--- config.mk ---
export PLATFORM = sky130hd
export DESIGN_NAME = pvs_slave
export DESIGN_NICKNAME = d
export VERILOG_FILES = /design/src/common/pvs_pkg.sv /design/src/pvs_sync.sv /design/src/pvs_slave.sv
export SDC_FILE = /design/constraint.sdc
export NUM_CORES = 1
export LEC_CHECK = 0
export BUFFER_PORTS_ARGS = -buffer_cell sky130_fd_sc_hd__buf_2
export CAP_MARGIN = 5
export CORE_AREA = 2 2 64 66
export DETAILED_ROUTE_END_ITERATION = 6
export DIE_AREA = 0 0 66 68
export PLACE_DENSITY = 0.71
export SLEW_MARGIN = 25
export SYNTH_ARGS = -nofsm -noshare
export SYNTH_HDL_FRONTEND = slang
export SYNTH_SLANG_ARGS = --single-unit
--- constraint.sdc ---
create_clock -name clk_i -period 1.6 [get_ports clk_i]
set_clock_uncertainty 0.2 [all_clocks]
set_input_delay 0.08 -clock clk_i [delete_from_list [all_inputs] [get_ports clk_i]]
set_output_delay 0.08 -clock clk_i [all_outputs]
set_load 0.05 [all_outputs]
--- src/common/pvs_pkg.sv ---
// constants for the core/usim supply two-wire slave
package pvs_pkg;
    // fixed upper address bits a7..a2, a1 comes from the strap pin
    localparam logic [5:0] ADDR_HIGH      = 6'h0a;
    localparam int         ADDR_BITS      = 7;
    localparam int         DATA_BITS      = 8;
    // command byte fields
    localparam int         TARGET_BIT     = 5;
    localparam int         CORE_MSB       = 4;
    localparam int         USIM_MSB       = 1;
    // reset values: core 1.3 v, usim 0 v
    localparam logic [4:0] CORE_RESET     = 5'h18;
    localparam logic [1:0] USIM_RESET     = 2'h0;
    // synchroniser depth for pin inputs
    localparam int         SYNC_STAGES    = 3;
    typedef enum logic [2:0]
    {
        ST_IDLE,
        ST_ADDR,
        ST_ADDR_ACK,
        ST_DATA,
        ST_DATA_ACK
    } pvs_state_type;
endpackage

--- src/pvs_sync.sv ---
// three-stage synchroniser with agreement filter for one pin
`timescale 1ns/1ps
module pvs_sync
(
    input  wire logic clk_i,
    input  wire logic rstn_i,
    input  wire logic pin_i,
    output logic      level_o
);
    typedef struct packed
    {
        logic [2:0] stage;
        logic       level;
    } pvs_sync_state_type;

    pvs_sync_state_type s_reg;
    pvs_sync_state_type s_next;

    // idle bus is high, so reset the chain high
    always_comb
    begin
        s_next = s_reg;
        s_next.stage = {s_reg.stage[1:0], pin_i};
        // first stage only feeds the second; stages two and three vote
        if (s_reg.stage[1] == s_reg.stage[2])
        begin
            s_next.level = s_reg.stage[2];
        end
    end

    always_ff @(posedge clk_i or negedge rstn_i)
    begin
        if (!rstn_i)
        begin
            s_reg <= '{stage: 3'h7, level: 1'b1};
        end
        else
        begin
            s_reg <= s_next;
        end
    end

    assign level_o = s_reg.level;
endmodule

--- src/pvs_slave.sv ---
// write-only two-wire slave programming core and usim supply codes
// Operation
// - slave runs only while a regulator enabled
// - target bit low loads core code
// - target bit high loads usim code
// - power-up core 1.3 v, usim 0 v
// - slave only, never drives clock
// - acknowledge address and command in ninth clock
// - sda stable while clock is high
// - sda fall is start, rise is stop
// - lines released high when bus idle
// - after stop or mismatch ignore until start
// - compare address bit by bit, abandon early
// - address bit a1 follows strap pin
// - manual reset low restores core default
`timescale 1ns/1ps
module pvs_slave
(
    input  wire logic       clk_i,
    input  wire logic       rstn_i,
    input  wire logic       scl_i,
    input  wire logic       sda_i,
    output logic            sda_o,
    output logic            sda_oe_o,
    input  wire logic [5:0] regulator_enable_inputs_i,
    input  wire logic       slave_address_select_pin_i,
    input  wire logic       manual_reset_input_n_i,
    output logic [4:0]      core_supply_code_o,
    output logic [1:0]      usim_supply_code_o,
    output logic            slave_active_o
);
    typedef struct packed
    {
        pvs_pkg::pvs_state_type state;
        logic                   scl_d;
        logic                   sda_d;
        logic [3:0]             bit_cnt;
        logic [7:0]             shift;
        logic                   ack_drive;
        logic                   addr_bit_a1;
        logic                   en_sync1;
        logic                   en_sync2;
        logic                   en_sync3;
        logic                   enabled;
        logic                   mr_sync1;
        logic                   mr_sync2;
        logic                   mr_sync3;
        logic                   mr_low;
        logic [4:0]             core_code;
        logic [1:0]             usim_code;
    } pvs_slave_state_type;

    pvs_slave_state_type s_reg;
    pvs_slave_state_type s_next;
    logic                scl_s;
    logic                sda_s;
    logic                scl_rise;
    logic                scl_fall;
    logic                start_cond;
    logic                stop_cond;
    logic [6:0]          own_addr;

    // bus pins cross into the local clock here
    pvs_sync u_scl_sync
    (
        .clk_i   (clk_i),
        .rstn_i  (rstn_i),
        .pin_i   (scl_i),
        .level_o (scl_s)
    );

    pvs_sync u_sda_sync
    (
        .clk_i   (clk_i),
        .rstn_i  (rstn_i),
        .pin_i   (sda_i),
        .level_o (sda_s)
    );

    // bus conditions seen on the filtered lines
    assign scl_rise   = scl_s & ~s_reg.scl_d;
    assign scl_fall   = ~scl_s & s_reg.scl_d;
    assign start_cond = scl_s & s_reg.scl_d & s_reg.sda_d & ~sda_s;
    assign stop_cond  = scl_s & s_reg.scl_d & ~s_reg.sda_d & sda_s;
    assign own_addr   = {pvs_pkg::ADDR_HIGH, s_reg.addr_bit_a1};

    // protocol engine and code registers
    always_comb
    begin
        s_next = s_reg;
        s_next.scl_d = scl_s;
        s_next.sda_d = sda_s;
        // enable and manual reset are pins: same three-stage vote
        s_next.en_sync1 = |regulator_enable_inputs_i;
        s_next.en_sync2 = s_reg.en_sync1;
        s_next.en_sync3 = s_reg.en_sync2;
        if (s_reg.en_sync2 == s_reg.en_sync3)
        begin
            s_next.enabled = s_reg.en_sync3;
        end
        s_next.mr_sync1 = ~manual_reset_input_n_i;
        s_next.mr_sync2 = s_reg.mr_sync1;
        s_next.mr_sync3 = s_reg.mr_sync2;
        if (s_reg.mr_sync2 == s_reg.mr_sync3)
        begin
            s_next.mr_low = s_reg.mr_sync3;
        end
        // strap sampled every cycle after reset release
        s_next.addr_bit_a1 = slave_address_select_pin_i;

        if (!s_reg.enabled)
        begin
            // shut down: drop any transfer, release sda
            s_next.state     = pvs_pkg::ST_IDLE;
            s_next.ack_drive = 1'b0;
        end
        else if (stop_cond)
        begin
            // partial bytes are discarded, codes untouched
            s_next.state     = pvs_pkg::ST_IDLE;
            s_next.ack_drive = 1'b0;
        end
        else if (start_cond)
        begin
            s_next.state     = pvs_pkg::ST_ADDR;
            s_next.bit_cnt   = 4'h0;
            s_next.ack_drive = 1'b0;
        end
        else
        begin
            case (s_reg.state)
                pvs_pkg::ST_IDLE:
                begin
                    // clock ignored until next start
                    s_next.ack_drive = 1'b0;
                end
                pvs_pkg::ST_ADDR:
                begin
                    if (scl_rise)
                    begin
                        // msb first; bit 0 of the byte is r/w
                        if (s_reg.bit_cnt < 4'(pvs_pkg::ADDR_BITS))
                        begin
                            if (sda_s != own_addr[3'(6 - s_reg.bit_cnt)])
                            begin
                                s_next.state = pvs_pkg::ST_IDLE;
                            end
                        end
                        else if (sda_s)
                        begin
                            // reads unsupported: no ack, go quiet
                            s_next.state = pvs_pkg::ST_IDLE;
                        end
                        s_next.bit_cnt = s_reg.bit_cnt + 4'h1;
                    end
                    else if (scl_fall
                             && s_reg.bit_cnt == 4'(pvs_pkg::DATA_BITS))
                    begin
                        s_next.state     = pvs_pkg::ST_ADDR_ACK;
                        s_next.ack_drive = 1'b1;
                    end
                end
                pvs_pkg::ST_ADDR_ACK:
                begin
                    // release after the ninth clock falls
                    if (scl_fall)
                    begin
                        s_next.ack_drive = 1'b0;
                        s_next.state     = pvs_pkg::ST_DATA;
                        s_next.bit_cnt   = 4'h0;
                    end
                end
                pvs_pkg::ST_DATA:
                begin
                    if (scl_rise)
                    begin
                        s_next.shift   = {s_reg.shift[6:0], sda_s};
                        s_next.bit_cnt = s_reg.bit_cnt + 4'h1;
                    end
                    else if (scl_fall
                             && s_reg.bit_cnt == 4'(pvs_pkg::DATA_BITS))
                    begin
                        s_next.state     = pvs_pkg::ST_DATA_ACK;
                        s_next.ack_drive = 1'b1;
                    end
                end
                pvs_pkg::ST_DATA_ACK:
                begin
                    if (scl_fall)
                    begin
                        // byte complete and acknowledged: commit now
                        s_next.ack_drive = 1'b0;
                        s_next.state     = pvs_pkg::ST_IDLE;
                        if (s_reg.shift[pvs_pkg::TARGET_BIT])
                        begin
                            s_next.usim_code =
                                s_reg.shift[pvs_pkg::USIM_MSB:0];
                        end
                        else
                        begin
                            s_next.core_code =
                                s_reg.shift[pvs_pkg::CORE_MSB:0];
                        end
                    end
                end
                default:
                begin
                    s_next.state     = pvs_pkg::ST_IDLE;
                    s_next.ack_drive = 1'b0;
                end
            endcase
        end
        // manual reset overrides a core write in the same cycle
        if (s_reg.mr_low)
        begin
            s_next.core_code = pvs_pkg::CORE_RESET;
        end
    end

    // state register; defaults reflect power-up codes
    always_ff @(posedge clk_i or negedge rstn_i)
    begin
        if (!rstn_i)
        begin
            s_reg <= '{state: pvs_pkg::ST_IDLE, scl_d: 1'b1, sda_d: 1'b1,
                       bit_cnt: 4'h0, shift: 8'h00, ack_drive: 1'b0,
                       addr_bit_a1: 1'b0, en_sync1: 1'b0, en_sync2: 1'b0,
                       en_sync3: 1'b0, enabled: 1'b0, mr_sync1: 1'b0,
                       mr_sync2: 1'b0, mr_sync3: 1'b0, mr_low: 1'b0,
                       core_code: pvs_pkg::CORE_RESET,
                       usim_code: pvs_pkg::USIM_RESET};
        end
        else
        begin
            s_reg <= s_next;
        end
    end

    // only sda is ever driven, and only low; scl has no driver at all
    assign sda_o              = 1'b0;
    assign sda_oe_o           = s_reg.ack_drive;
    assign core_supply_code_o = s_reg.core_code;
    assign usim_supply_code_o = s_reg.usim_code;
    assign slave_active_o     = s_reg.enabled;

    // sda released whenever idle or shut down; ack timed on filtered scl
    a_idle_release: assert property (
        @(posedge clk_i) disable iff (!rstn_i)
        (s_reg.state == pvs_pkg::ST_IDLE) |-> !sda_oe_o)
        else $error("sda driven while idle");
    a_shutdown_idle: assert property (
        @(posedge clk_i) disable iff (!rstn_i)
        !s_reg.enabled |=> s_reg.state == pvs_pkg::ST_IDLE)
        else $error("slave active while no regulator enabled");
    a_ack_starts_low: assert property (
        @(posedge clk_i) disable iff (!rstn_i)
        $rose(sda_oe_o) |-> !scl_s)
        else $error("ack raised while clock high");
    a_ack_whole_period: assert property (
        @(posedge clk_i) disable iff (!rstn_i)
        (sda_oe_o && !scl_fall && s_reg.enabled && !start_cond && !stop_cond)
        |=> sda_oe_o)
        else $error("ack not held through ninth clock");
    a_ack_on_scl_low: assert property (
        @(posedge clk_i) disable iff (!rstn_i)
        $changed(sda_oe_o) |-> !s_reg.scl_d || !scl_s)
        else $error("sda changed while clock high");
    a_mr_default: assert property (
        @(posedge clk_i) disable iff (!rstn_i)
        s_reg.mr_low |=> core_supply_code_o == pvs_pkg::CORE_RESET)
        else $error("manual reset did not restore core code");
    a_commit_only_ack: assert property (
        @(posedge clk_i) disable iff (!rstn_i)
        ($changed(usim_supply_code_o)
         || ($changed(core_supply_code_o) && !$past(s_reg.mr_low)))
        |-> $past(s_reg.state) == pvs_pkg::ST_DATA_ACK)
        else $error("code changed outside data acknowledge");
    a_mismatch_quiet: assert property (
        @(posedge clk_i) disable iff (!rstn_i)
        (s_reg.state == pvs_pkg::ST_IDLE && !start_cond)
        |=> s_reg.state == pvs_pkg::ST_IDLE)
        else $error("left idle without start");
    a_start_to_addr: assert property (
        @(posedge clk_i) disable iff (!rstn_i)
        (start_cond && s_reg.enabled && !stop_cond)
        |=> s_reg.state == pvs_pkg::ST_ADDR && s_reg.bit_cnt == 4'h0)
        else $error("start not taken");
endmodule

# ---- After elaboration in Yosys (flattened, before gate mapping)
# Cells that the tools add are included.
dict set report op_classes {
  order_cmp 2
  reduce_logical 15
  eq_ne 27
  n_shift 0
  n_div 0
  bitwise_logic 14
  n_addsub 2
  n_mux 35
  mul 0
}
# operator n
set ops {}
lappend ops {{$mux 3} 12}
lappend ops {{$mux 7} 5}
lappend ops {{$ne 5x5->1 const B} 4}
lappend ops {{$reduce_and 6->1} 3}
lappend ops {{$pmux 3 s5} 1}
lappend ops {{$mux 12} 1}
lappend ops {{$mux 4} 3}
lappend ops {{$pmux 4 s3} 1}
lappend ops {{$mux 5} 2}
lappend ops {{$ne 5x2->1 const B} 2}
lappend ops {{$ne 3x3->1 const B} 3}
lappend ops {{$reduce_and 8->1} 1}
lappend ops {{$and 1x1->1} 7}
lappend ops {{$mux 1} 7}
lappend ops {{$ne 7x6->1 const B} 1}
lappend ops {{$ne 7x7->1 const B} 1}
lappend ops {{$not 1->1} 7}
lappend ops {{$eq 3x2->1 const B} 2}
lappend ops {{$ne 2x2->1 const B} 3}
lappend ops {{$ne 6x6->1 const B} 1}
lappend ops {{$reduce_bool 2->1} 3}
lappend ops {{$reduce_or 6->1} 1}
lappend ops {{$ne 5x3->1 const B} 1}
lappend ops {{$reduce_and 5->1} 1}
lappend ops {{18 further kinds} 22}
dict set report totals {
  reg_bits 42
  rom_bits 0
  in_bits 12
  latch_bits 0
  mem_bits_rw 0
  elab_cells 116
  n_memories 0
  output_inout_bits 10
}

# ---- Logic depth before layout (Yosys ltp)
# Gate-level depths: netlist of the first run.
dict set report logic_depth {
  word_depth 11
  depth_mapped 6
  ltp_nobuf 6
}

# ---- Hierarchy
# A second synthesis of the first run with hierarchy kept.
dict set report hier_totals {
  cells_unflattened 148
  hier_area_um2 1770.4
}
# mod instances cells_per_inst seq_area_each_um2 area_each_um2
set by_module_without_submodules {}
lappend by_module_without_submodules {pvs_slave 1 138 805.8 1537.7}
lappend by_module_without_submodules {pvs_sync 2 5 105.1 116.4}

# ---- Worst setup path before layout of the first run
# No wires, ideal clock.
dict set report synth_path {
  kind {reg2reg}
  start {reg s_reg, in the netlist slave_active_o}
  end {reg s_reg[22] (netlist bit)}
  slack_ns -0.225
  path_buffers 0
  t_arrival_ns 1.500
  stages_incl_launch_ff 4
  required_time_ns 1.275
  period_less_slack_ns 1.825
  setup_ns 0.125
  path_cell_list {dfrtp_1 > nand4b_1 > nor2_2 > mux2_2}
}
dict set report synth_via {
  elab_chain_cells 1
}
# element line_no
set synth_rtl {}
lappend synth_rtl {{start, declared} pvs_slave.sv:53} ;# pvs_slave_state_type s_reg;
lappend synth_rtl {{start signal, assigned} pvs_slave.sv:225} ;# s_reg <= '{state: pvs_pkg::ST_IDLE, scl_d: 1'b1, sda_d: 1'b1,
lappend synth_rtl {{start signal, assigned} pvs_slave.sv:235} ;# s_reg <= s_next;
lappend synth_rtl {{$reduce_and 5->1 (no line)} n/a}
# Every way passes these cells.
# A chain may end at the register's enable or synchronous reset.

# ---- Worst setup path in the final report of the first run
dict set report layout_path {
  start {reg u_scl_sync.s_reg, in the netlist u_scl_sync.level_o}
  end {reg s_reg[21] (netlist bit)}
}
dict set report layout_via {
  elab_chain_cells 5
  elab_cells_between_ends 9
  classes_between {bitwise: 8; reduce/logical: 1}
}
# element line_no
set layout_rtl {}
lappend layout_rtl {{start, declared} pvs_sync.sv:16} ;# pvs_sync_state_type s_reg;
lappend layout_rtl {{start signal, assigned} pvs_sync.sv:35} ;# s_reg <= '{stage: 3'h7, level: 1'b1};
lappend layout_rtl {{start signal, assigned} pvs_sync.sv:39} ;# s_reg <= s_next;
lappend layout_rtl {{$and 1x1->1} {pvs_slave.sv:83, pvs_slave.sv:84}}
lappend layout_rtl {{$and 1x1->1 (on tied branches) (2 in a row)} {pvs_slave.sv:83, pvs_slave.sv:84}}
lappend layout_rtl {{$not 1->1 (no line)} n/a}
lappend layout_rtl {{$reduce_and 5->1 (no line) (*)} n/a}
# Every way passes the cells marked *; elsewhere a longest branch is shown, timed or not.

==> impl_metrics.ini, run 1 <==
[cts]
numClockSinks = 40
clk_latency_ns = 0.30
clk_pin_slew_ns = 0.08
clk_path_buf_depth = 2
cts_tree = done
htreeDepth = 2
cts_root_buf = clkbuf_8
cts_buffers = 5

[timing]
fin_ws_ns = -0.177
finalHoldViolCount = 0
setup_viol = 19
whs_ns = 0.153
rsz0062_at_grt = yes
period_share_pct = 111
drv_slew = 0
clock.fmax_mhz = 563
fin_crit_ns = 1.78

[worst_setup_path]
cpPeakStageDelay_ns = 0.59
worstPathArrival_ns = 1.76
crit_chain = nand4b_1 > nor2_4 > mux2_1
startpoint_type = flop
critPathRequiredTime_ns = 1.59
crit_type = reg -> reg
crit_fanout = 7
cp-end-kind = flop
critPathLaunch = u_scl_sync.level_o$_DFFE_PN1N_
slowest_stage = dfstp_2
reg2reg_from = u_scl_sync.level_o$_DFFE_PN1N_

[cells_and_area]
fillCellCount = 303
nets = 215
area_growth_pct = 32.4
regArea_um2 = 1020
final_area_um2 = 2430
largest_register_ffs = 18
multiInputGateArea_um2 = 818
antennaDiodeCount = 0
drive_gt1_share_pct = 46.8

[synthesis]
synth.avg_cell_area_um2 = 12.2
synth_nets = 166
synthTopCellsByArea = dfrtp_1 38%, dfstp_2 17%, mux2_1 4.3%
yosys_warnings = 0
synth_seq_area_share_pct = 55.3
yosysTopAreaCellShare_pct = 38.1
yosys_register_bits = 40
netlist-cell-type-count = 47
netlist_area_um2 = 1840
syn_inst = 151
synth_area_leader_cell = dfrtp_1

[detailed_routing]
firstDrtPassIters = 4
vias = 1326
antenna_left = 0
routed_wl_mm = 3.60
via_per_inst = 5.28
drt_iter0_drc = 41
drc = 0
wl_per_cell_um = 14.3

[power_and_ir_drop]
total_power_mw = 2.59
power_density_nw_per_um2 = 1060
peakVddDrop_mv = 0.778
leakage_nw = 1.09

[die]
rows = 23
start_util_pct = 47.6
core_um2 = 3860
dieArea_um2 = 4490
num_io_pins = 22
die_y_um = 68
die_w_um = 66

[grt]
grt_use_total_pct = 18.1
grt_pass1_vias = 1406
grt_pass1_wl_mm = 6.05
grt_max_degree = 41
grt_overflow = 0
antenna_found_initial = 0

[place]
place.gp.congestion = 0.815
placed_area_um2 = 2100
place_ws_ns = -0.149
port_buffers = 20
place_hpwl_mm = 2.42

[hold_path]
hold_path_class = reg -> reg
holdCritStartpoint = s_next[9]$_DFF_PN0_

[outcome]
status = complete, but fails checks
violations = negative setup slack

[run]
maxCapViolCount = 0
-- critical path: cells and delay by family (launching register included) --
family,cells,cell delay (ns)
flip-flops,1,0.59
multiplexers,1,0.35
AND/OR/NAND/NOR,2,0.52
-- per-stage QoR --
step | cells | utilization (%) | setup TNS [ns]
after CTS | 250 | 61.9 | -1.27
after floorplan | 151 | - | -0.390
after detailed placement | 229 | 54.4 | -1.76
final | 251 | 63.1 | -2.19
after global placement | 229 | 54.4 | -1.04
after global routing | 251 | 63.1 | -3.28
-- worst paths after layout --
| path | slack (ns) | cells past startpoint | endpoint |
|---|---|---|---|
| worst max-delay path | -0.18 | 3 | s_reg[21]$_DFFE_PN0P_ |
| max in group asynchronous | 0.66 | 3 | slave_active_o$_DFFE_PN0N_ |
| worst min register to register | 0.15 | 0 | s_next[8]$_DFF_PN0_ |
| min in group asynchronous | 0.16 | 3 | s_reg[27]$_DFFE_PN0P_ |
| worst min-delay path | 0.15 | 0 | s_next[8]$_DFF_PN0_ |
| worst max register to register | -0.18 | 3 | s_reg[21]$_DFFE_PN0P_ |
-- cell usage in the layout, fill, tap and decap left out, drive strengths merged, types with 2 or more instances in the layout --
cell type	synthesis	layout
a211o	4	4
dfrtp	28	28
o21ai	5	5
nand2	4	4
maj3	4	4
nor2	8	8
nor3	5	5
clkbuf	0	6
nand3	5	5
ha	3	3
nand4b	2	2
dfstp	12	12
mux2i	4	4
dlygate4sd3	0	11
and4b	2	2
nand4	3	3
nand2b	4	4
buf	12	43
nor2b	6	6
a21o	2	2
o211ai	4	4
inv	5	5
a21oi	3	3
o21a	2	2
mux2	8	8
-- routing by layer --
metal	GRT usage, %	vias up	share of wire, %
met4	7.14	0	1.6
met2	31.9	36	50
met5	0	-	0
li1	-	634	-
met3	4.93	5	4.0
met1	21.0	651	44
-- power breakdown --
| group | switching, mW | internal [mW] | total, mW |
|---|---|---|---|
| logic | 0.278 | 0.286 | 0.564 |
| clock network | 0.357 | 0.510 | 0.867 |
| registers | 0.0742 | 1.08 | 1.16 |
-- cells in the mapped netlist (all sizes together) --
cell type   n
a211o       4
a21bo       1
a21o        2
a21oi       3
a22oi       1
a31oi       1
and2b       1
and3b       1
and4        1
and4b       2
and4bb      1
buf        12
conb        1
dfrtp      28
dfstp      12
ha          3
inv         5
maj3        4
mux2        8
mux2i       4
nand2       4
nand2b      4
nand3       5
nand3b      1
nand4       3
nand4b      2
nor2        8
nor2b       6
nor3        5
nor3b       1
nor4        1
nor4b       1
o211ai      4
o21a        2
o21ai       5
o32ai       1
or2         1
xnor2       1
xor2        1
-- cells by family (layout without fill, tap and decap cells) --
logic type | count (synthesis) | in the layout | share of synthesized area [%]
multiplexers | 12 | 12 | 7.08
AO/OA/AOI/OAI | 24 | 24 | 9.60
adder cells (fa/ha/maj) | 7 | 7 | 4.22
AND/OR/NAND/NOR | 48 | 48 | 16.9
other | 1 | 1 | 0.204
XOR/XNOR | 2 | 2 | 0.954
flip-flops | 40 | 40 | 55.3
buffers and inverters | 17 | 67 | 5.72
-- cell type report --
type	instances	share of cell area (%)
Clock buffer	6	3.40
Multi-Input combinational cell	94	33.6
Clock inverter	2	1.59
Inverter	5	0.772
Sequential cell	40	42.0
Timing Repair Buffer	54	16.0
Tap cell	50	2.57
-- timing repair --
action                                  CTS  global route
endpoints found under the hold margin    45             0
resized for setup                        11             9
buffers inserted                          2             1
pin swaps                                 9             9
hold buffers                             11             0
endpoints found under the setup margin   18            21
(Power assumes the default switching activity.)
==> inputs of run 2 (changes only) <==
--- a/config.mk
+++ b/config.mk
@@ -7,11 +7,12 @@
 export LEC_CHECK = 0
 export BUFFER_PORTS_ARGS = -buffer_cell sky130_fd_sc_hd__buf_2
 export CAP_MARGIN = 5
-export CORE_AREA = 2 2 64 66
+export CORE_AREA = 2 2 63 65
 export DETAILED_ROUTE_END_ITERATION = 6
-export DIE_AREA = 0 0 66 68
+export DIE_AREA = 0 0 65 67
 export PLACE_DENSITY = 0.71
 export SLEW_MARGIN = 25
 export SYNTH_ARGS = -nofsm -noshare
 export SYNTH_HDL_FRONTEND = slang
+export SYNTH_HIERARCHICAL = 1
 export SYNTH_SLANG_ARGS = --single-unit
==> impl_metrics.ini, run 2 <==
[outcome]
status = complete, but fails checks
violations = negative setup slack

[detailed_routing]
routed_wl_mm = 3.91
drc = 0
wl_per_cell_um = 15.1
drt_iter0_drc = 56
vias = 1335
firstDrtPassIters = 4
antenna_left = 0
via_per_inst = 5.17

[cells_and_area]
final_common_cell = buf_4
area_growth_pct = 41.5
final_cell_mix = 27 x buf_4, 25 x dfrtp_1, 20 x buf_2, 12 x dfstp_2, 11 x dlygate4sd3_1
final_area_um2 = 2500
largest_register_ffs = 18
nets = 224
drive_gt1_share_pct = 53.8
antennaDiodeCount = 0

[timing]
setup_viol = 20
clock.fmax_mhz = 485
fin_crit_ns = 2.06
whs_ns = 0.135
slew_headroom_pct = 58.3
period_share_pct = 129
rsz0062_at_grt = yes
tightest_slew_ns = 0.626
tns_ns = -4.30
drv_slew = 0
fin_ws_ns = -0.462
finalHoldViolCount = 0

[cts]
clk_path_buf_depth = 2
clk_latency_ns = 0.29
cts_tree = done
cts_root_buf = clkbuf_8
numClockSinks = 40
clk_pin_slew_ns = 0.07
cts_buffers = 5
htreeDepth = 2

[worst_setup_path]
r2r_cells = 7
worstPathArrival_ns = 2.04
critPathRequiredTime_ns = 1.58
crit_type = reg -> reg
cp-end-kind = flop
startpoint_type = flop
crit_fanout = 3

[synthesis]
netlist_area_um2 = 1770
synth_mux_area_share_pct = 5.94
synthAdderAreaFrac_pct = 5.16
synth_top_flop_cell = dfrtp_1
netlist-cell-type-count = 42
synth_edf_count = 0
synthTopCellsByArea = dfrtp_1 40%, dfstp_2 18%, mux2_2 5.1%
syn_inst = 148
synth_common_cells = 28 x dfrtp_1, 12 x dfstp_2, 9 x buf_4, 9 x nand2_1, 9 x nor2_1
synth_seq_area_share_pct = 57.4
yosys_register_bits = 40
synth_compound_area_share_pct = 9.61
synth_area_leader_cell = dfrtp_1
synth_top_family_by_area = simple AND/OR/NAND/NOR gates
yosys.area_share.simple_pct = 14.3
async_flop_share_pct = 100
yosys_warnings = 6
yosysTopAreaCellShare_pct = 39.6
synth_nets = 163
synth_most_common_cell = dfrtp_1
synth.avg_cell_area_um2 = 12.0
synth_xor_area_share_pct = 1.98

[run]
maxCapViolCount = 0

[power_and_ir_drop]
power_density_nw_per_um2 = 1230
leakage_nw = 1.14
peakVddDrop_mv = 0.857
total_power_mw = 3.09

[die]
dieArea_um2 = 4360
start_util_pct = 49.1
core_um2 = 3610
num_io_pins = 22
die_y_um = 67
die_w_um = 65
rows = 22

[place]
place.gp.congestion = 0.835
place_hpwl_mm = 2.50
place_ws_ns = -0.454
port_buffers = 20
placed_area_um2 = 2100

[hold_path]
hold_path_class = in -> async

[grt]
grt_pass1_vias = 1387
antenna_found_initial = 0
grt_overflow = 0
grt_use_total_pct = 19.7
grt_pass1_wl_mm = 6.26
grt_max_degree = 31
[run 2: area by class of cell]
cell class                 count  area [µm²]
clock buffer                   6        72.6
tap                           48        60.1
multi-input combinational     92         837
fill                         252        1100
clock inverter                 2        12.5
timing repair buffer          64         480
inverter                       6        22.5
sequential                    40        1020
[run 2: worst max-delay path: stages, from the launching register on]
cell      delay, ns
dfrtp_2        0.41
inv_2          0.07
ha_4           0.26
nand2b_1       0.06
a31oi_1        0.20
xnor2_1        0.10
o32a_2         0.35
mux2_4         0.30
[run 2: path summary, 6_finish.rpt]
| check | startpoint | endpoint | slack, ns |
|---|---|---|---|
| worst max-delay path | s_reg[25]$_DFFE_PN0P_ | s_reg[31]$_DFFE_PN0P_ | -0.46 |
| worst min-delay path | rstn_i | s_next[9]$_DFF_PN0_ | 0.13 |
| worst max register to register | s_reg[25]$_DFFE_PN0P_ | s_reg[31]$_DFFE_PN0P_ | -0.46 |
| worst min register to register | s_next[9]$_DFF_PN0_ | s_next[8]$_DFF_PN0_ | 0.15 |
| max in group asynchronous | rstn_i | sda_oe_o$_DFFE_PN0P_ | 0.49 |
| min in group clk_i | s_next[9]$_DFF_PN0_ | s_next[8]$_DFF_PN0_ | 0.15 |
[run 2: where the power goes]
group	internal [mW]	switching (mW)	total, mW	leakage, nW
Clock	0.304	0.336	0.640	0.0412
Combinational	0.640	0.490	1.13	0.627
Sequential	1.16	0.166	1.32	0.474
[run 2: cells by family (layout without fill, tap and decap cells)]
| group | after synthesis | in the layout |
|---|---|---|
| AO/OA/AOI/OAI | 25 | 25 |
| adder cells (fa/ha/maj) | 8 | 8 |
| buffers and inverters | 16 | 78 |
| XOR/XNOR | 4 | 4 |
| multiplexers | 9 | 9 |
| AND/OR/NAND/NOR | 45 | 45 |
| flip-flops | 40 | 40 |
| other | 1 | 1 |
[run 2: per-layer routing]
layer,vias up,part of all wire [%],track usage [%]
met5,-,0,0
met4,0,1.9,10.1
met3,7,2.2,3.55
met2,34,53,34.5
met1,663,43,23.0
li1,631,-,-
[run 2: what timing repair did]
item                                   in CTS  in global routing
hold buffers                                9                  3
setup endpoints to repair                  21                 22
endpoints found under the hold margin      23                  1
resized for setup                          24                 20
buffers inserted                            5                  4
gates cloned                                0                  0
pin swaps                                  14                  8
[run 2: metrics by stage]
stage / utilization (%) / instances
finish: 69.5 / 258
global route: 69.5 / 258
CTS: 66.7 / 255
detailed placement: 58.4 / 233
global placement: 58.4 / 233
floorplan: - / 148
